--- src/iobmc_pkg.sv ---
// Constants and carrier types of the I/O bus master control register block.
`default_nettype none

package iobmc_pkg;

  // ----------------------------------------------------------------------
  // Register byte addresses (each 64-bit register is two 32-bit words).
  // ----------------------------------------------------------------------
  localparam logic [11:0] OFS_ID_LO = 12'h000; // Vendor and function codes.
  localparam logic [11:0] OFS_ID_HI = 12'h004; // Command and status.
  localparam logic [11:0] OFS_CLASS_LO = 12'h008; // Revision and class.
  localparam logic [11:0] OFS_CLASS_HI = 12'h00c; // Line size, timer.
  localparam logic [11:0] OFS_CAP_PTR = 12'h030; // Capability pointer.
  localparam logic [11:0] OFS_CAP_PTR_HI = 12'h034; // Upper word, zero.
  localparam logic [11:0] OFS_CFG_ADDR = 12'h040; // Configuration address.
  localparam logic [11:0] OFS_CFG_DATA = 12'h048; // Configuration data.
  localparam logic [11:0] OFS_CTRL = 12'h108; // Reset, error, VGA control.
  localparam logic [11:0] OFS_CTRL_HI = 12'h10c; // Upper word, zero.

  // ----------------------------------------------------------------------
  // Command field (lower half of the ID_HI word).
  // ----------------------------------------------------------------------
  localparam int CMD_MEM_BIT = 1;
  localparam int CMD_MASTER_BIT = 2;
  localparam int CMD_PERR_RESP_BIT = 6;
  localparam int CMD_SERR_EN_BIT = 8;

  // ----------------------------------------------------------------------
  // Status field: fixed part and sticky bits (upper half of ID_HI word).
  // ----------------------------------------------------------------------
  localparam logic [15:0] STAT_FIXED = 16'h02b0; // Caps, 66MHz, FB2B, medium.
  localparam int STAT_MDPE_BIT = 8;
  localparam int STAT_STA_BIT = 11;
  localparam int STAT_RTA_BIT = 12;
  localparam int STAT_RMA_BIT = 13;
  localparam int STAT_SSE_BIT = 14;
  localparam int STAT_DPE_BIT = 15;

  // ----------------------------------------------------------------------
  // Class, line size and capability constants.
  // ----------------------------------------------------------------------
  localparam logic [23:0] CLASS_HOST_BRIDGE = 24'h060000;
  localparam logic [7:0] LINE_128 = 8'h20;
  localparam logic [7:0] CAP_AGP = 8'h60;
  localparam logic [7:0] CAP_PCIX = 8'ha0;
  localparam logic [2:0] XFERS_AFTER_LT_32 = 3'h4;
  localparam logic [2:0] XFERS_AFTER_LT_64 = 3'h2;

  // ----------------------------------------------------------------------
  // Control word bit positions.
  // ----------------------------------------------------------------------
  localparam int CTRL_DONE_BIT = 0;
  localparam int CTRL_FAIL_BIT = 1;
  localparam int CTRL_CE_BIT = 2;
  localparam int CTRL_CLR_BIT = 3;
  localparam int CTRL_VGA_BIT = 4;
  localparam int CTRL_RST_BIT = 5;

  // ----------------------------------------------------------------------
  // Configuration cycle timing and reset values.
  // ----------------------------------------------------------------------
  localparam logic [2:0] PRECHARGE_BUS_CLKS = 3'h4;
  localparam logic [15:0] RST_COMMAND = 16'h0000;
  localparam logic [7:0] RST_LINE = 8'h00;
  localparam logic [7:0] RST_LAT = 8'h00;
  localparam logic [31:0] RST_CFG_ADDR = 32'h00000000;

  // Sequencer of one configuration cycle, one-hot.
  typedef enum logic [3:0] {
    CS_IDLE = 4'b0001,
    CS_PRECHARGE = 4'b0010,
    CS_ACTIVE = 4'b0100,
    CS_DONE = 4'b1000
  } iobmc_cfg_state_t;

  // Error events from the bridge's bus logic, one-cycle pulses.
  typedef struct packed {
    logic parity_detected; // Address or data parity error seen.
    logic serr_request; // Bus logic wants to signal a system error.
    logic master_abort; // Own transaction master-aborted.
    logic target_abort_rcvd; // Own transaction target-aborted.
    logic target_abort_sig; // Bridge ended a transaction with abort.
    logic master_data_parity; // Own transaction saw data parity error.
    logic error_logged; // A new error entered the logs.
    logic io_error; // A processor I/O read or port write failed.
  } iobmc_evt_t;

  // Configuration cycle request toward the I/O bus.
  typedef struct packed {
    logic req; // Level, held until the acknowledge arrives.
    logic write; // 1 write, 0 read.
    logic type1; // 1 type 1 cycle, 0 type 0.
    logic [31:0] addr; // Address phase AD value, IDSEL included.
    logic [31:0] wdata; // Write data.
  } iobmc_cfg_req_t;

endpackage

`default_nettype wire

--- src/iobmc_top.sv ---
// I/O bus master control registers: APB slave, PCI header, config cycles.
//
// Local design decision: the APB register port.
`default_nettype none

// --------------------------------------------------------------------------
// --------------------------------------------------------------------------

module iobmc_top #(
  parameter logic [15:0] FUNCTION_CODE = 16'h5a5a, // Arbitrary value.
  parameter logic [15:0] VENDOR_CODE = 16'ha5a5, // Arbitrary value.
  parameter logic [3:0] REV_MAJOR = 4'h1, // Arbitrary value.
  parameter logic [3:0] REV_MINOR = 4'h2 // Arbitrary value.
) (
  // Clock and reset.
  input wire logic I_CLK,
  input wire logic I_RESET_N,
  // APB slave.
  input wire logic I_PSEL,
  input wire logic I_PENABLE,
  input wire logic I_PWRITE,
  input wire logic [11:0] I_PADDR,
  input wire logic [31:0] I_PWDATA,
  output logic [31:0] O_PRDATA,
  output logic O_PREADY,
  output logic O_PSLVERR,
  // I/O bus side: clock, straps, configuration cycle handshake.
  input wire logic I_BUS_CLK,
  input wire logic I_AGP_MODE,
  input wire logic I_BUS_64,
  output iobmc_pkg::iobmc_cfg_req_t O_CFG,
  input wire logic I_CFG_ACK,
  input wire logic [31:0] I_CFG_RDATA,
  output logic O_BUS_RESET,
  // Bridge events and target decode from same-clock logic.
  input wire iobmc_pkg::iobmc_evt_t I_EVT,
  input wire logic I_MEM_HIT,
  input wire logic I_VGA_RANGE,
  // Controls toward the bridge's bus logic.
  output logic O_MEM_CLAIM,
  output logic O_SERR,
  output logic O_PERR_RESPOND,
  output logic O_IO_FAIL_HARD,
  output logic O_IO_FAIL_ONES,
  output logic O_LOG_CLEAR,
  output logic O_LINE_128,
  output logic [7:0] O_LATENCY_TIMER,
  output logic [2:0] O_XFERS_AFTER_LT
);

  // ------------------------------------------------------------------------
  // State record: every flip-flop of the block lives here.
  // ------------------------------------------------------------------------
  typedef struct packed {
    logic bclk_meta; // Bus clock synchroniser, first stage.
    logic bclk_sync; // Bus clock synchroniser, second stage.
    logic bclk_prev; // Previous synchronised bus clock level.
    logic ack_meta; // Acknowledge synchroniser, first stage.
    logic ack_sync; // Acknowledge synchroniser, second stage.
    logic agp_meta; // Strap synchroniser, first stage.
    logic agp_sync; // Strap synchroniser, second stage.
    logic [1:0] strap_age; // Edges since reset, saturating at three.
    logic agp_mode; // Captured strap.
    logic [15:0] command; // PCI command field.
    logic [5:0] sticky; // Sticky status bits, DPE down to MDPE.
    logic [7:0] line_size; // Cache line size field.
    logic [7:0] lat_timer; // Latency timer field.
    logic fail_response_select; // Hard-fail when set, all ones if clear.
    logic clear_enable; // Error log clearing allowed.
    logic log_clear_request; // Last clear attempt succeeded.
    logic vga_forward; // VGA range left to the peer bus.
    logic bus_reset_request; // Downstream bus held in reset.
    logic [31:0] cfg_addr; // Configuration address register.
    iobmc_pkg::iobmc_cfg_state_t cfg_state; // Configuration sequencer.
    logic [2:0] precharge; // Bus clock edges left before request.
    iobmc_pkg::iobmc_cfg_req_t cfg; // Request driven to the bus.
    logic [31:0] cfg_rdata; // Data captured from a config read.
    logic [31:0] rdata; // APB read data.
    logic slverr; // Unmapped-address answer.
    logic serr; // System error output.
    logic perr_respond; // Parity response output.
    logic fail_hard; // Hard-fail pulse.
    logic fail_ones; // All-ones pulse.
    logic log_clear; // Log erase pulse.
  } iobmc_state_t;

  iobmc_state_t s; // Current state.
  iobmc_state_t next_s; // Next state.

  // ------------------------------------------------------------------------
  // Decode helpers.
  // ------------------------------------------------------------------------
  logic setup; // APB setup phase.
  logic access; // APB access phase.
  logic hit_cfg_data; // Access targets the configuration data word.
  logic hit_cfg_addr; // Access targets the configuration address word.
  logic mapped; // Address lands on a known word.
  logic ready; // Access phase completes this cycle.
  logic bclk_rise; // Rising edge seen on the bus clock.
  logic [31:0] read_word; // Word a read would return now.
  logic [15:0] status; // Full status field.
  logic [31:0] ctrl_word; // Control word as read.
  logic [4:0] dev_num; // Device number of the config address.
  logic [31:0] bus_addr; // Address phase value built from cfg_addr.

  assign setup = I_PSEL & ~I_PENABLE;
  assign access = I_PSEL & I_PENABLE;
  assign hit_cfg_data = (I_PADDR == iobmc_pkg::OFS_CFG_DATA);
  assign hit_cfg_addr = (I_PADDR == iobmc_pkg::OFS_CFG_ADDR);
  assign bclk_rise = s.bclk_sync & ~s.bclk_prev;
  assign dev_num = s.cfg_addr[15:11];

  // Status: fixed capability bits plus the six sticky event bits.
  assign status = iobmc_pkg::STAT_FIXED | {s.sticky[5:1], 2'b00,
    s.sticky[0], 8'h00};

  // Control word; bit 5 always reads as zero, and the bus reset request reads back in bit 0.
  assign ctrl_word = {26'h0, 1'b0, s.vga_forward,
    s.log_clear_request, s.clear_enable, s.fail_response_select,
    s.bus_reset_request};

  // Type 0 cycles put a one-hot IDSEL on AD[31:16]; type 1 passes the
  // bus number on. Devices above 15 get no select line at all.
  always_comb
  begin
    bus_addr = 32'h0;
    if (s.cfg_addr[23:16] == 8'h00)
    begin
      if (!dev_num[4])
      begin
        bus_addr[5'd16 + dev_num] = 1'b1;
      end
      bus_addr[10:2] = s.cfg_addr[10:2];
    end
    else
    begin
      bus_addr = {8'h00, s.cfg_addr[23:2], 2'b01};
    end
  end

  // ------------------------------------------------------------------------
  // Read multiplexer, sampled in the setup phase.
  // ------------------------------------------------------------------------
  always_comb
  begin
    mapped = 1'b1;
    read_word = 32'h0;
    case (I_PADDR)
      iobmc_pkg::OFS_ID_LO: read_word = {FUNCTION_CODE, VENDOR_CODE};
      iobmc_pkg::OFS_ID_HI: read_word = {status, s.command};
      iobmc_pkg::OFS_CLASS_LO:
        read_word = {iobmc_pkg::CLASS_HOST_BRIDGE, REV_MAJOR, REV_MINOR};
      iobmc_pkg::OFS_CLASS_HI: read_word = {16'h0, s.lat_timer, s.line_size};
      iobmc_pkg::OFS_CAP_PTR: read_word = {24'h0, s.agp_mode ?
        iobmc_pkg::CAP_AGP : iobmc_pkg::CAP_PCIX};
      iobmc_pkg::OFS_CAP_PTR_HI: read_word = 32'h0;
      iobmc_pkg::OFS_CFG_ADDR: read_word = s.cfg_addr;
      iobmc_pkg::OFS_CFG_DATA: read_word = s.cfg_rdata;
      iobmc_pkg::OFS_CTRL: read_word = ctrl_word;
      iobmc_pkg::OFS_CTRL_HI: read_word = 32'h0;
      default: mapped = 1'b0;
    endcase
  end

  // ------------------------------------------------------------------------
  // Access completion. Config data and config address wait on the
  // sequencer, which is what lets software wait for a posted write to end.
  // ------------------------------------------------------------------------
  always_comb
  begin
    ready = 1'b1;
    if (hit_cfg_data && !I_PWRITE)
    begin
      ready = (s.cfg_state == iobmc_pkg::CS_DONE);
    end
    else if (hit_cfg_data || hit_cfg_addr)
    begin
      ready = (s.cfg_state == iobmc_pkg::CS_IDLE) & ~s.ack_sync;
    end
  end

  // ------------------------------------------------------------------------
  // Next-state logic for the whole block.
  // ------------------------------------------------------------------------
  always_comb
  begin
    next_s = s;
    // Synchronisers: the first stages feed only the second stages.
    next_s.bclk_meta = I_BUS_CLK;
    next_s.bclk_sync = s.bclk_meta;
    next_s.bclk_prev = s.bclk_sync;
    next_s.ack_meta = I_CFG_ACK;
    next_s.ack_sync = s.ack_meta;
    next_s.agp_meta = I_AGP_MODE;
    next_s.agp_sync = s.agp_meta;
    // Strap is caught once, on the third edge after reset, when the
    // synchroniser holds the pin rather than its own reset value.
    if (s.strap_age != 2'h3)
    begin
      next_s.strap_age = s.strap_age + 2'h1;
    end
    if (s.strap_age == 2'h2)
    begin
      next_s.agp_mode = s.agp_sync;
    end
    next_s.fail_hard = 1'b0;
    next_s.fail_ones = 1'b0;
    next_s.log_clear = 1'b0;
    next_s.slverr = 1'b0;

    // Read data is latched in the setup phase so it comes from a register.
    if (setup)
    begin
      next_s.rdata = mapped ? read_word : 32'h0;
      next_s.slverr = ~mapped;
    end
    else if (access && !ready)
    begin
      next_s.slverr = s.slverr;
    end

    // Register writes take effect on the completing access edge.
    if (access && ready && I_PWRITE)
    begin
      case (I_PADDR)
        iobmc_pkg::OFS_ID_HI:
        begin
          // Bus master bit is stored and read back only; no logic acts on it.
          next_s.command = I_PWDATA[15:0];
          next_s.sticky = s.sticky & ~{I_PWDATA[31:27],
            I_PWDATA[24]};
        end
        iobmc_pkg::OFS_CLASS_HI:
        begin
          next_s.line_size = I_PWDATA[7:0];
          next_s.lat_timer = I_PWDATA[15:8];
        end
        iobmc_pkg::OFS_CFG_ADDR: next_s.cfg_addr = I_PWDATA;
        iobmc_pkg::OFS_CTRL:
        begin
          next_s.fail_response_select = I_PWDATA[iobmc_pkg::CTRL_FAIL_BIT];
          next_s.clear_enable = I_PWDATA[iobmc_pkg::CTRL_CE_BIT];
          next_s.vga_forward = I_PWDATA[iobmc_pkg::CTRL_VGA_BIT];
          next_s.bus_reset_request = I_PWDATA[iobmc_pkg::CTRL_RST_BIT];
          // Clear only if the enable was already set before this write.
          if (I_PWDATA[iobmc_pkg::CTRL_CLR_BIT])
          begin
            next_s.log_clear_request = s.clear_enable;
            next_s.log_clear = s.clear_enable;
          end
        end
        default:
        begin
          next_s.cfg_addr = next_s.cfg_addr;
        end
      endcase
    end

    // A freshly logged error locks out clearing, winning over a write.
    if (I_EVT.error_logged)
    begin
      next_s.clear_enable = 1'b0;
    end

    // Event bits set after the clear so that a coincident event survives.
    if (I_EVT.parity_detected)
    begin
      next_s.sticky[5] = 1'b1;
    end
    if (I_EVT.serr_request && s.command[iobmc_pkg::CMD_SERR_EN_BIT])
    begin
      next_s.sticky[4] = 1'b1;
    end
    if (I_EVT.master_abort)
    begin
      next_s.sticky[3] = 1'b1;
    end
    if (I_EVT.target_abort_rcvd)
    begin
      next_s.sticky[2] = 1'b1;
    end
    if (I_EVT.target_abort_sig)
    begin
      next_s.sticky[1] = 1'b1;
    end
    // Master data parity is a parity response, suppressed when disabled.
    if (I_EVT.master_data_parity &&
        s.command[iobmc_pkg::CMD_PERR_RESP_BIT])
    begin
      next_s.sticky[0] = 1'b1;
    end

    // System error and parity responses are gated by the command field.
    next_s.serr = I_EVT.serr_request &
      s.command[iobmc_pkg::CMD_SERR_EN_BIT];
    next_s.perr_respond = (I_EVT.parity_detected |
      I_EVT.master_data_parity) & s.command[iobmc_pkg::CMD_PERR_RESP_BIT];

    // Failed processor I/O answer style.
    if (I_EVT.io_error)
    begin
      next_s.fail_hard = s.fail_response_select;
      next_s.fail_ones = ~s.fail_response_select;
    end

    // Configuration cycle sequencer. Only one cycle exists at a time;
    // further data accesses stall on the APB until it ends.
    case (s.cfg_state)
      iobmc_pkg::CS_IDLE:
      begin
        if (access && hit_cfg_data && I_PWRITE && ready)
        begin
          next_s.cfg_state = iobmc_pkg::CS_PRECHARGE;
        end
        else if (access && hit_cfg_data && !I_PWRITE && !s.ack_sync)
        begin
          next_s.cfg_state = iobmc_pkg::CS_PRECHARGE;
        end
        next_s.cfg.write = I_PWRITE;
        next_s.cfg.wdata = I_PWDATA;
        next_s.cfg.addr = bus_addr;
        next_s.cfg.type1 = (s.cfg_addr[23:16] != 8'h00);
        next_s.precharge = iobmc_pkg::PRECHARGE_BUS_CLKS;
      end
      iobmc_pkg::CS_PRECHARGE:
      begin
        // The select line settles for a few bus clocks before the cycle.
        if (bclk_rise)
        begin
          next_s.precharge = s.precharge - 3'h1;
          if (s.precharge == 3'h1)
          begin
            next_s.cfg.req = 1'b1;
            next_s.cfg_state = iobmc_pkg::CS_ACTIVE;
          end
        end
      end
      iobmc_pkg::CS_ACTIVE:
      begin
        if (s.ack_sync)
        begin
          next_s.cfg.req = 1'b0;
          if (s.cfg.write)
          begin
            next_s.cfg_state = iobmc_pkg::CS_IDLE;
          end
          else
          begin
            next_s.cfg_rdata = I_CFG_RDATA;
            next_s.rdata = I_CFG_RDATA;
            next_s.cfg_state = iobmc_pkg::CS_DONE;
          end
        end
      end
      iobmc_pkg::CS_DONE:
      begin
        if (access && hit_cfg_data && !I_PWRITE)
        begin
          next_s.cfg_state = iobmc_pkg::CS_IDLE;
        end
      end
      default:
      begin
        next_s.cfg_state = iobmc_pkg::CS_IDLE;
        next_s.cfg.req = 1'b0;
      end
    endcase
  end

  // ------------------------------------------------------------------------
  // State register; reset loads constants only.
  // ------------------------------------------------------------------------
  always_ff @(posedge I_CLK or negedge I_RESET_N)
  begin
    if (!I_RESET_N)
    begin
      s <= '0;
      s.command <= iobmc_pkg::RST_COMMAND;
      s.line_size <= iobmc_pkg::RST_LINE;
      s.lat_timer <= iobmc_pkg::RST_LAT;
      s.cfg_addr <= iobmc_pkg::RST_CFG_ADDR;
      s.cfg_state <= iobmc_pkg::CS_IDLE;
    end
    else
    begin
      s <= next_s;
    end
  end

  // ------------------------------------------------------------------------
  // Outputs.
  // ------------------------------------------------------------------------
  assign O_PRDATA = s.rdata;
  assign O_PREADY = ready;
  assign O_PSLVERR = s.slverr & ready;
  assign O_CFG = s.cfg;
  assign O_BUS_RESET = s.bus_reset_request;
  // VGA range is left to the peer bus when forwarding is on.
  assign O_MEM_CLAIM = I_MEM_HIT & s.command[iobmc_pkg::CMD_MEM_BIT] &
    ~(s.vga_forward & I_VGA_RANGE);
  assign O_SERR = s.serr;
  assign O_PERR_RESPOND = s.perr_respond;
  assign O_IO_FAIL_HARD = s.fail_hard;
  assign O_IO_FAIL_ONES = s.fail_ones;
  assign O_LOG_CLEAR = s.log_clear;
  assign O_LINE_128 = (s.line_size == iobmc_pkg::LINE_128);
  assign O_LATENCY_TIMER = s.lat_timer;
  assign O_XFERS_AFTER_LT = I_BUS_64 ? iobmc_pkg::XFERS_AFTER_LT_64 :
    iobmc_pkg::XFERS_AFTER_LT_32;

endmodule

`default_nettype wire

--- config.mk ---
export PLATFORM = sky130hd
export DESIGN_NAME = iobmc_top
export DESIGN_NICKNAME = d
export VERILOG_FILES = /design/src/iobmc_pkg.sv /design/src/iobmc_top.sv
export SDC_FILE = /design/constraint.sdc
export NUM_CORES = 1
export LEC_CHECK = 0
export ABC_AREA = 0
export BUFFER_PORTS_ARGS = -buffer_cell sky130_fd_sc_hd__buf_2
export CORE_UTILIZATION = 50
export DETAILED_ROUTE_END_ITERATION = 10
export PLACE_DENSITY_LB_ADDON = 0.1
export SLEW_MARGIN = 20
export SYNTH_ARGS = -nofsm -noshare
export SYNTH_HDL_FRONTEND = slang
export SYNTH_SLANG_ARGS = --single-unit
export TNS_END_PERCENT = 20
--- constraint.sdc ---
create_clock -name I_CLK -period 2.5 [get_ports I_CLK]
set_clock_uncertainty 0.05 [all_clocks]
set_input_delay 0.125 -clock I_CLK [delete_from_list [all_inputs] [get_ports I_CLK]]
set_output_delay 0.125 -clock I_CLK [all_outputs]
set_load 0.02 [all_outputs]
# Word level (Yosys, flattened, before mapping)
# Cells that the tools add are included.
# classes
n_addsub	3
n_lt_le_gt_ge	2
eq_ne	23
muxes	46
bitwise	21
n_reduce_logical	52
# ops
operator	count
two-way mux 32 bit	8
one-hot mux 32 bit (8 select lines)	1
two-way mux 59 bit	1
nonzero test 2 bit	15
== test 12 x 4 -> 1 bit (second input constant)	2
== test 12 x 6 -> 1 bit (second input constant)	2
== test 12 x 7 -> 1 bit (second input constant)	2
== test 12 x 9 -> 1 bit (second input constant)	2
two-way mux 4 bit	6
AND reduction 2 bit	12
two-way mux 1 bit	19
two-way mux 16 bit	1
two-way mux 8 bit	2
one-hot mux 4 bit (4 select lines)	1
== test 12 x 3 -> 1 bit (second input constant)	1
logical AND 1 bit	12
zero test 12 bit	1
bitwise AND 1 bit	10
inequality test 2 bit (second input constant)	5
OR reduction 10 bit	1
== test 8 x 6 -> 1 bit (second input constant)	1
zero test 8 bit	1
inverter 1 bit	8
nonzero test 8 bit	1
29 further kinds	32
# word_totals
regBits	229
input_bits	95
output_inout_bits	120
wordCells	186

# Longest topological paths before layout
# Gate-level depths: netlist of the first run.
# depth
depth_word	8
mapped_depth	8
mapped_depth_nobuf	7

# Worst setup path after synthesis of the first run
# Ideal clock, no wire load.
# synth_timing
path_kind	register -> output
start	register s[140] (netlist name)
end	output port O_PSLVERR
t_arrival_ns	2.094
t_required_ns	2.325
path_slack_ns	0.231
path_stages_with_launch	8
path_buffers	2
path_cell_list	dfstp_2 buf_2 or4b_1 clkbuf_1 nor2_1 a211oi_1 nor2_1 and2_1
# synth_via
elab_chain_len	5
word_cells_on_any_way	6
cone_classes	eq/ne (2); mux (2); bitwise (2)
# synth_rtl
item	line_no	source
start, declared	iobmc_top.sv:87	iobmc_state_t s;
start signal, assigned	iobmc_top.sv:386	s <= next_s;
== test 4 x 1 -> 1 bit	iobmc_top.sv:178	ready = (s.cfg_state == iobmc_pkg::CS_IDLE) & ~s.ack_sync;
bitwise AND 1 bit	iobmc_top.sv:178	
two-way mux 1 bit	iobmc_top.sv:176	else if (hit_cfg_data || hit_cfg_addr)
two-way mux 1 bit (*)	iobmc_top.sv:172	if (hit_cfg_data && !I_PWRITE)
via O_PREADY	iobmc_top.sv:25	output logic O_PREADY,
bitwise AND 1 bit (*)	iobmc_top.sv:395	assign O_PSLVERR = s.slverr & ready;
end, declared	iobmc_top.sv:26	output logic O_PSLVERR,
# Mark *: on every way through the listed nets, which the timed path passes. The rest lies on a longest branch.

# Worst setup path in the final report of the first run
# layout_timing
start	register s[140] (netlist name)
end	output port O_PSLVERR
# layout_via
elab_chain_len	5
word_cells_on_any_way	6
cone_classes	eq/ne (2); mux (2); bitwise (2)
# layout_rtl
item	line_no
== test 4 x 1 -> 1 bit	iobmc_top.sv:178
bitwise AND 1 bit	iobmc_top.sv:178
two-way mux 1 bit	iobmc_top.sv:176
two-way mux 1 bit (*)	iobmc_top.sv:172
bitwise AND 1 bit (*)	iobmc_top.sv:395
# Every way passes the cells marked *; elsewhere a longest branch is shown, timed or not.

==> results.md, run 1 <==
- Final wirelength: 28800 um
- Chip width: 149 um
- Yosys warning count: 0
- Remaining DRCs: 0
- Final antenna-violating net count: 0
- CTS tree: done
- RePlAce Congestion: 0.861
- Most frequent cells after synthesis: 284 x nand2_1, 228 x dfrtp_1, 110 x buf_4
- Vias in the first global route: 8235
- Port buffer count: 213
- Post-synth EDFFs: 0
- CP arrival: 2230 ps
- Count leader, synth: nand2_1
- Yosys top cell area share: 52.5%
- Synthesized net count: 1140
- Post-route setup TNS: 0 ps
- Area delta synth->final: 22.7%
- Ys async rst share: 100%
- Worst path cell trace: or4b_4 -> nor2_4 -> a211oi_1 -> nor2_1 -> and2_1 -> buf_2
- Final Hold Vio Count: 0
- Congestion Overflow GR: 0
- Die Footprint: 22300 sq um
- Critical path class: reg2out
- Mapped cell area: 10900 sq um
- CTS Root Cell: clkbuf_16
- CTS Buf Count: 24
- Clock Tree Buf Depth: 3
- Final setup fails: 0
- Initial antenna violation count: 0
- Max_cap viols: 0
- Syn Inst Count: 1041
- Initial core utilization: 51.3%
- Post-DP HPWL: 19700 um
- Crit path from: s[140]
- Largest net degree at the start of global routing: 84
- Outcome: finished, final reports clean
- # IOs: 215
- Final nets: 1348
- Fin crit period: 2400 ps
- Max-slew headroom: 41.7%
- Crit path launch type: flop
- Synth Register Bits: 229
- Detailed Route Iter0 Violations: 443
- Biggest area consumer among synthesized cells: dfrtp_1
- Worst EP required: 2330 ps
- CP max stage delay: 520 ps
- CP endpoint kind: output port
- Worst Hold Class: in2reg
- Leak Pwr: 6.70 nW
- RSZ-0062 raised after global routing: false
- Top cell family by delay on the critical path: simple AND/OR/NAND/NOR gates
- Total Routing Usage GR: 26.2%
- Sequential share of the synthesized area: 52.8%
- Post-synth top flop: dfrtp_1
- Buf+Inv Stages, Crit Path: 1
- Slew of the pin with the lowest slew margin: 872 ps
- Placed cell areas: 11600 sq um
- Clk pin slew, worst setup/hold paths: 60 ps
- Vias/cell: 5.35
- Post-synth cell types: 68
- Pins Over Slew Limit: 0
- Critical-path top delay cell: dfstp_2
- Clock latency on the worst-skew pair: 510 ps
- Layout cells sized above 1: 30.5%
- First-pass GRT wire length: 45000 um
- Synthesized area per cell: 10.4 sq um
- Core area: 21200 sq um
- Ranking of synthesized cells by area: dfrtp_1 53%, nand2_1 9.8%, buf_4 7.6%, mux2_4 4.1%, mux2_2 3.9%
- Antenna cells: 0
- Chip height: 149 um
- CTS H-Tree Depth: 1
- # rows: 53
- Reg2Reg Launch Point: s[140]
- Final Cycle Share: 96.2%
- Design area: 13300 sq um
- Pwr dens: 616 nW/um^2
- Max rail drop VDD: 0.000524 V
- Drt wl/cell: 18.7 um
- Hold_sp: I_PADDR[10]
- 1st-pass router iterations: 5
- CP max FO: 3
- DR vias: 8231
- Max Fclk: 416 MHz
- CTS Sinks: 229
==> flip-flops by register name, summed over array words and instances, names as in the netlist <==
register         cells
s                  103
O_CFG               67
O_PRDATA            32
O_LATENCY_TIMER      8
dev_num              5
ctrl_word            4
next_s               4
O_BUS_RESET          1
O_IO_FAIL_HARD       1
O_IO_FAIL_ONES       1
O_LOG_CLEAR          1
O_PERR_RESPOND       1
O_SERR               1
==> routing by layer <==
| metal | vias up | GRT usage, % | share of wire [%] |
|---|---|---|---|
| li1 | 3879 | - | - |
| met5 | - | 0 | 0 |
| met4 | 0 | 6.94 | 2.2 |
| met3 | 43 | 3.91 | 5.1 |
| met1 | 4072 | 36.0 | 45 |
| met2 | 237 | 43.3 | 48 |
==> per-stage QoR <==
stage	total power (W)	cells	setup slack [ps]	hold slack, ps	utilization [%]
final	0.00821	1539	95.3	43.4	63.0
after global routing	0.00847	1539	9.31	46.3	63.0
after CTS	0.00827	1536	30.4	20.5	62.9
after detailed placement	0.00449	1409	293	117	54.9
after global placement	0.00448	1409	302	122	54.9
after floorplan	0.00423	1041	231	-221	-
==> layout make-up <==
type | instances | area (sq um)
clock buffer | 32 | 692
tap | 275 | 344
timing repair buffer | 342 | 2320
clock inverter | 9 | 125
fill | 1751 | 7830
multi-input combinational | 640 | 4070
inverter | 12 | 45.0
sequential | 229 | 5730
==> cells by family after synthesis <==
group	count (synthesis)	synth area share, %
simple gates	387	16.3
buf+inv	172	10.1
other cells	1	0.0345
mux	79	9.10
fa+ha+maj	4	0.461
compound gates	166	10.9
flops	229	52.8
xor+xnor	3	0.242
==> timing repair <==
item                                   in CTS  in global routing
pin swaps                                   1                  2
setup endpoints to repair                   2                  1
endpoints found under the hold margin     260                  0
hold buffers                               84                  0
setup buffers                               2                  3
resized for setup                           2                  1
==> worst reg2reg max path: stages (launching register included) <==
cell and delay [ps]:
dfstp_2 520, buf_4 140, nor2_1 60, and2_2 250
nor2_4 710, a21boi_0 210, o21ai_1 120
==> power breakdown <==
part | switching [W] | total, W | internal, W
registers | 0.0000408 | 0.00382 | 0.00378
logic | 0.000423 | 0.000695 | 0.000272
clock network | 0.00145 | 0.00369 | 0.00224
==> placed cells by master (no fill, tap or decap), types with 4 or more instances in the layout <==
master / n
nand2_1: 284
dfrtp_1: 227
buf_2: 212
dlygate4sd3_1: 84
buf_4: 40
mux2_2: 38
a21oi_1: 30
mux2_4: 30
o211ai_1: 29
clkbuf_16: 25
nor2_1: 23
o21ai_0: 22
a22o_1: 17
a221oi_1: 14
inv_1: 12
mux2i_1: 11
a21o_1: 11
nand3_1: 9
nor2b_1: 7
a22oi_1: 7
o2bb2ai_1: 7
and2_1: 6
a211oi_1: 6
nor4_1: 5
buf_12: 5
nor3_1: 4
nand4_1: 4
o21a_1: 4
nand4b_1: 4
ha_1: 4
clkbuf_8: 4
clkinv_2: 4
==> final timing paths <==
check / slack, ps / cells past startpoint / endpoint
setup / recovery: 100 / 6 / O_PSLVERR
hold / removal: 40 / 4 / s[143]
setup reg to reg: 360 / 6 / O_PRDATA[31]
hold reg to reg: 300 / 0 / next_s[226]
max in group asynchronous: 1510 / 3 / s[189]
min in group asynchronous: 130 / 2 / O_IO_FAIL_HARD
No activity file was read; power rests on OpenSTA's default activity.
==> inputs of run 2 (changes only) <==
--- a/config.mk
+++ b/config.mk
@@ -9,6 +9,7 @@
 export BUFFER_PORTS_ARGS = -buffer_cell sky130_fd_sc_hd__buf_2
 export CORE_UTILIZATION = 50
 export DETAILED_ROUTE_END_ITERATION = 10
+export GPL_TIMING_DRIVEN = 0
 export PLACE_DENSITY_LB_ADDON = 0.1
 export SLEW_MARGIN = 20
 export SYNTH_ARGS = -nofsm -noshare
==> constraint.sdc (replaced) <==
create_clock -name I_CLK -period 2.1 [get_ports I_CLK]
set_clock_uncertainty 0.05 [all_clocks]
set_input_delay 0.105 -clock I_CLK [delete_from_list [all_inputs] [get_ports I_CLK]]
set_output_delay 0.105 -clock I_CLK [all_outputs]
set_load 0.02 [all_outputs]
==> results.md, run 2 (synthesized netlist as in run 1, its figures left out) <==
- Outcome: finished, violations left
- Failing checks: negative setup slack
- Filler cells: 1719
- Critical path class: reg2out
- Area delta synth->final: 31.0%
- Reg-to-reg critical path endpoint: s[175]
- Final Cycle Share: 111%
- CP max FO: 3
- Max-slew headroom: 38.9%
- Pins Over Slew Limit: 0
- Max reg flops: 103
- Die Footprint: 22300 sq um
- Max rail drop VDD: 0.000655 V
- Worst path cell trace: or4b_4 -> nor2_4 -> a211oi_2 -> nor2_2 -> and2_1 -> buf_6
- Vias in the first global route: 8714
- Final antenna-violating net count: 0
- Pwr dens: 683 nW/um^2
- Worst EP required: 1950 ps
- Largest net degree at the start of global routing: 99
- Chip width: 149 um
- Post-DP HPWL: 21400 um
- CP endpoint kind: output port
- Clock latency on the worst-skew pair: 530 ps
- CTS Sinks: 229
- Most common cell after layout, fill and taps aside: nand2_1
- Port buffer count: 212
- CTS Root Cell: clkbuf_16
- CP arrival: 2180 ps
- Initial core utilization: 51.3%
- Initial antenna violation count: 0
- Post-route total power: 0.00971 W
- Post-route setup TNS: -4300 ps
- Flop2flop setup slack: -140 ps
- Leak Pwr: 7.31 nW
- 1st-pass router iterations: 5
- Congestion Overflow GR: 0
- Fin crit period: 2330 ps
- CP max stage delay: 520 ps
- # IOs: 215
- CTS Buf Count: 26
- Max_cap viols: 0
- Antenna cells: 0
- Core area: 21200 sq um
- CTS tree: done
- Final wirelength: 31300 um
- Setup ws final: -234 ps
- Chip height: 149 um
- Most frequent cells in the layout: 283 x nand2_1, 226 x dfrtp_1, 221 x buf_2, 123 x buf_4, 83 x dlygate4sd3_1
- RePlAce Congestion: 0.920
- Crit path launch type: flop
- Final setup fails: 35
- First-pass GRT wire length: 48000 um
- Detailed Route Iter0 Violations: 576
- Layout cells sized above 1: 35.8%
- CTS H-Tree Depth: 1
- Clk pin slew, worst setup/hold paths: 60 ps
- DR vias: 8915
- Final Hold Vio Count: 0
- Slew of the pin with the lowest slew margin: 917 ps
- Top reg by flops: s
- Worst Hold Class: in2async
- R2R cell count: 7
- Total Routing Usage GR: 28.3%
- Max Fclk: 428 MHz
- Vias/cell: 5.35
- Drt wl/cell: 18.8 um
- Reg2Reg Launch Point: s[140]
- Util after Layout: 67.2%
- Final nets: 1475
- Clock Tree Buf Depth: 3
- Final hold slack: 28.8 ps
- Critical-path top delay cell: dfstp_2
- Remaining DRCs: 0
- RSZ-0062 raised after global routing: true
- # rows: 53
-- run 2: changes by cell type in the layout (fill, tap and decap cells not counted), moves of 3 or more --
cell / change
clkbuf_4: +5
clkbuf_2: +7
nor4b_4: +3
buf_2: +9
clkbuf_1: +24
nor4_1: -3
bufinv_16: -3
buf_4: +83
-- run 2: critical path: cells and delay by family, from the launching register on --
kind                   cells  cell delay (ps)
and+or+nand+nor            4              970
DFF                        1              520
buffers and inverters      1              120
AOI/OAI and AO/OA          1               50
-- run 2: per-layer routing --
metal	vias to the layer above	routed length, um	track usage (%)
li1	4144	-	-
met4	0	775	8.52
met5	-	0	0
met2	351	15000	46.5
met3	58	2020	3.18
met1	4362	13500	39.6
-- run 2: final cells by class --
class	instances	area [sq um]	area share, %
clock buffers	40	743	5.22
well taps	275	344	2.42
repair buffers	311	2090	14.7
flip-flops and latches	229	5730	40.3
clock inverters	3	26.3	0.185
multi-input cells	640	4140	29.1
inverters	12	45.0	0.317
plain buffers	156	1100	7.73
-- run 2: worst max path at each step --
stage / startpoint / end / slack, ps / cells past startpoint
floorplan: s[140] / dev_num[0] / -7 / 7
global placement: I_RESET_N / O_CFG[27] / -3280 / 1
detailed placement: s[141] / O_PRDATA[26] / -640 / 7
CTS: s[140] / O_PSLVERR / -300 / 7
global route: s[140] / O_PSLVERR / -300 / 6
finish: s[140] / O_PSLVERR / -230 / 6
-- run 2: stage by stage --
step	instances	instance area, sq um	setup WS [ps]
2_1_floorplan	1041	10900	-6.76
3_3_place_gp	1528	12300	-3280
3_5_place_dp	1530	12400	-640
4_1_cts	1659	14100	-298
5_1_grt	1666	14200	-299
6_report	1666	14200	-234
-- run 2: timing repair --
item                                    4_1_cts  5_1_grt
gates resized for setup                      27       24
endpoints found under the hold margin       412        0
pin swaps                                     4        4
setup buffers                                 6        7
endpoints found under the setup margin      132      112
hold buffers                                 83        0
cloned                                        0        1
-- run 2: power breakdown --
group	switching, W	internal (W)
Clock	0.00177	0.00241
Sequential	0.0000523	0.00450
Combinational	0.000545	0.000425
Total	0.00237	0.00734
==> inputs of run 3 (changes only) <==
==> constraint.sdc (replaced) <==
create_clock -name I_CLK -period 2.1 [get_ports I_CLK]
set_clock_uncertainty 0.05 [all_clocks]
set_input_delay 0.42 -clock I_CLK [delete_from_list [all_inputs] [get_ports I_CLK]]
set_output_delay 0.42 -clock I_CLK [all_outputs]
set_load 0.02 [all_outputs]
==> results.md, run 3 (synthesized netlist as in run 1, its figures left out) <==
- Crit path to: O_PSLVERR
- Most used cell, CP: nor2_4
- Most common cell after layout, fill and taps aside: nand2_1
- RePlAce Congestion: 0.899
- First-pass GRT wire length: 46300 um
- DR vias: 8495
- Max rail drop VDD: 0.000672 V
- Post-route setup TNS: -7740 ps
- Vias/cell: 5.34
- RSZ-0062 raised after global routing: true
- Reg2Reg Launch Point: s[140]
- Top reg by flops: s
- Pins Over Slew Limit: 0
- Detailed Route Iter0 Violations: 528
- Post-route total power: 0.00976 W
- Antenna cells: 0
- Final nets: 1401
- Core area: 21200 sq um
- Post-DP HPWL: 21400 um
- Worst path cell trace: or4b_4 -> nor2_4 -> a211oi_2 -> nor2_4 -> and2_4 -> buf_6
- Vias in the first global route: 8287
- Port buffer count: 212
- Max reg flops: 103
- Place WS: -678 ps
- CP arrival: 2150 ps
- Final hold slack: 52.9 ps
- CP max stage delay: 530 ps
- Setup ws final: -520 ps
- Total Routing Usage GR: 27.4%
- Flop2flop setup slack: -210 ps
- Final Cycle Share: 125%
- Congestion Overflow GR: 0
- Chip width: 149 um
- # rows: 53
- Initial antenna violation count: 0
- CTS Sinks: 229
- Critical-path top delay cell: dfstp_2
- Drt wl/cell: 19.0 um
- Worst Hold Class: in2reg
- CTS Buf Count: 26
- R2R cell count: 7
- CTS H-Tree Depth: 1
- Global route hottest layer: met2
- Clk pin slew, worst setup/hold paths: 60 ps
- Critical path class: reg2out
- CP endpoint kind: output port
- Final setup fails: 48
- Remaining DRCs: 0
- Buf+Inv Stages, Crit Path: 1
- Fin crit period: 2620 ps
- Clock Tree Buf Depth: 3
- Final antenna-violating net count: 0
- GRT met2 Usage: 44.8%
- Die Footprint: 22300 sq um
- Reg-to-reg critical path endpoint: s[166]
- Area delta synth->final: 24.4%
- Design area: 13500 sq um
- Max Fclk: 382 MHz
- Layout cells sized above 1: 38.8%
- 1st-pass router iterations: 5
- # IOs: 215
- Final wirelength: 30300 um
- Worst EP required: 1630 ps
- Failing checks: negative setup slack
- Met1 Track Usage GR: 38.4%
- Pwr dens: 722 nW/um^2
- GR Layer Usage met3: 3.88%
- Outcome: finished, violations left
- Clock latency on the worst-skew pair: 530 ps
- Max_cap viols: 0
- Largest net degree at the start of global routing: 97
- Top cell family by delay on the critical path: simple AND/OR/NAND/NOR gates
- Placed cell areas: 12400 sq um
- Max-slew headroom: 37.4%
- Leak Pwr: 7.01 nW
- CP max FO: 3
- Initial core utilization: 51.3%
- Slew of the pin with the lowest slew margin: 939 ps
- Hold_sp: I_EVT[7]
- Filler cells: 1824
- Chip height: 149 um
- WP depth: 6
- Crit path launch type: flop
- Final Hold Vio Count: 0
- Most frequent cells in the layout: 283 x nand2_1, 226 x dfrtp_1, 219 x buf_2, 128 x buf_4, 38 x mux2_2
- CTS Root Cell: clkbuf_16
- CTS tree: done
- Crit path from: s[140]
[run 3: layout make-up]
type                       instances  area [sq um]  share of cell area [%]
buffer                           155          1080                    8.01
clock buffer                      39           779                    5.77
clock inverter                     4          37.5                   0.278
inverter                          12          45.0                   0.333
multi-input combinational        640          4140                    30.6
sequential                       229          5730                    42.5
tap                              275           344                    2.55
timing repair buffer             238          1350                    9.96
[run 3: routing by layer]
layer | routed length (um) | vias to the layer above | part of all wire [%]
met1 | 13400 | 4135 | 44
li1 | - | 3991 | -
met4 | 556 | 0 | 1.8
met2 | 14500 | 325 | 48
met5 | 0 | - | 0
met3 | 1800 | 44 | 6.0
[run 3: worst min path at each step]
stage                             end  slack [ps]  depth (start not counted)
final                          s[202]          50                          2
after global routing        O_CFG[25]          50                          3
after CTS                      s[202]          40                          2
after detailed placement       s[222]         290                          0
after global placement         s[222]         280                          0
after floorplan           O_BUS_RESET          70                          0
[run 3: repair_timing]
action | 4_1_cts | 5_1_grt
hold endpoints to repair | 61 | 0
pin swaps | 4 | 5
gates resized for setup | 33 | 19
setup buffers | 7 | 9
endpoints found under the setup margin | 146 | 130
hold buffers | 8 | 0
[run 3: stage by stage]
step	instances	utilization, %
2_1_floorplan	1041	-
3_3_place_gp	1528	58.3
3_5_place_dp	1530	58.6
4_1_cts	1584	63.4
5_1_grt	1592	63.8
6_report	1592	63.8
[run 3: where the power goes]
group / internal (W) / switching (W)
Sequential: 0.00450 / 0.0000517
Combinational: 0.000344 / 0.000527
Clock: 0.00255 / 0.00179
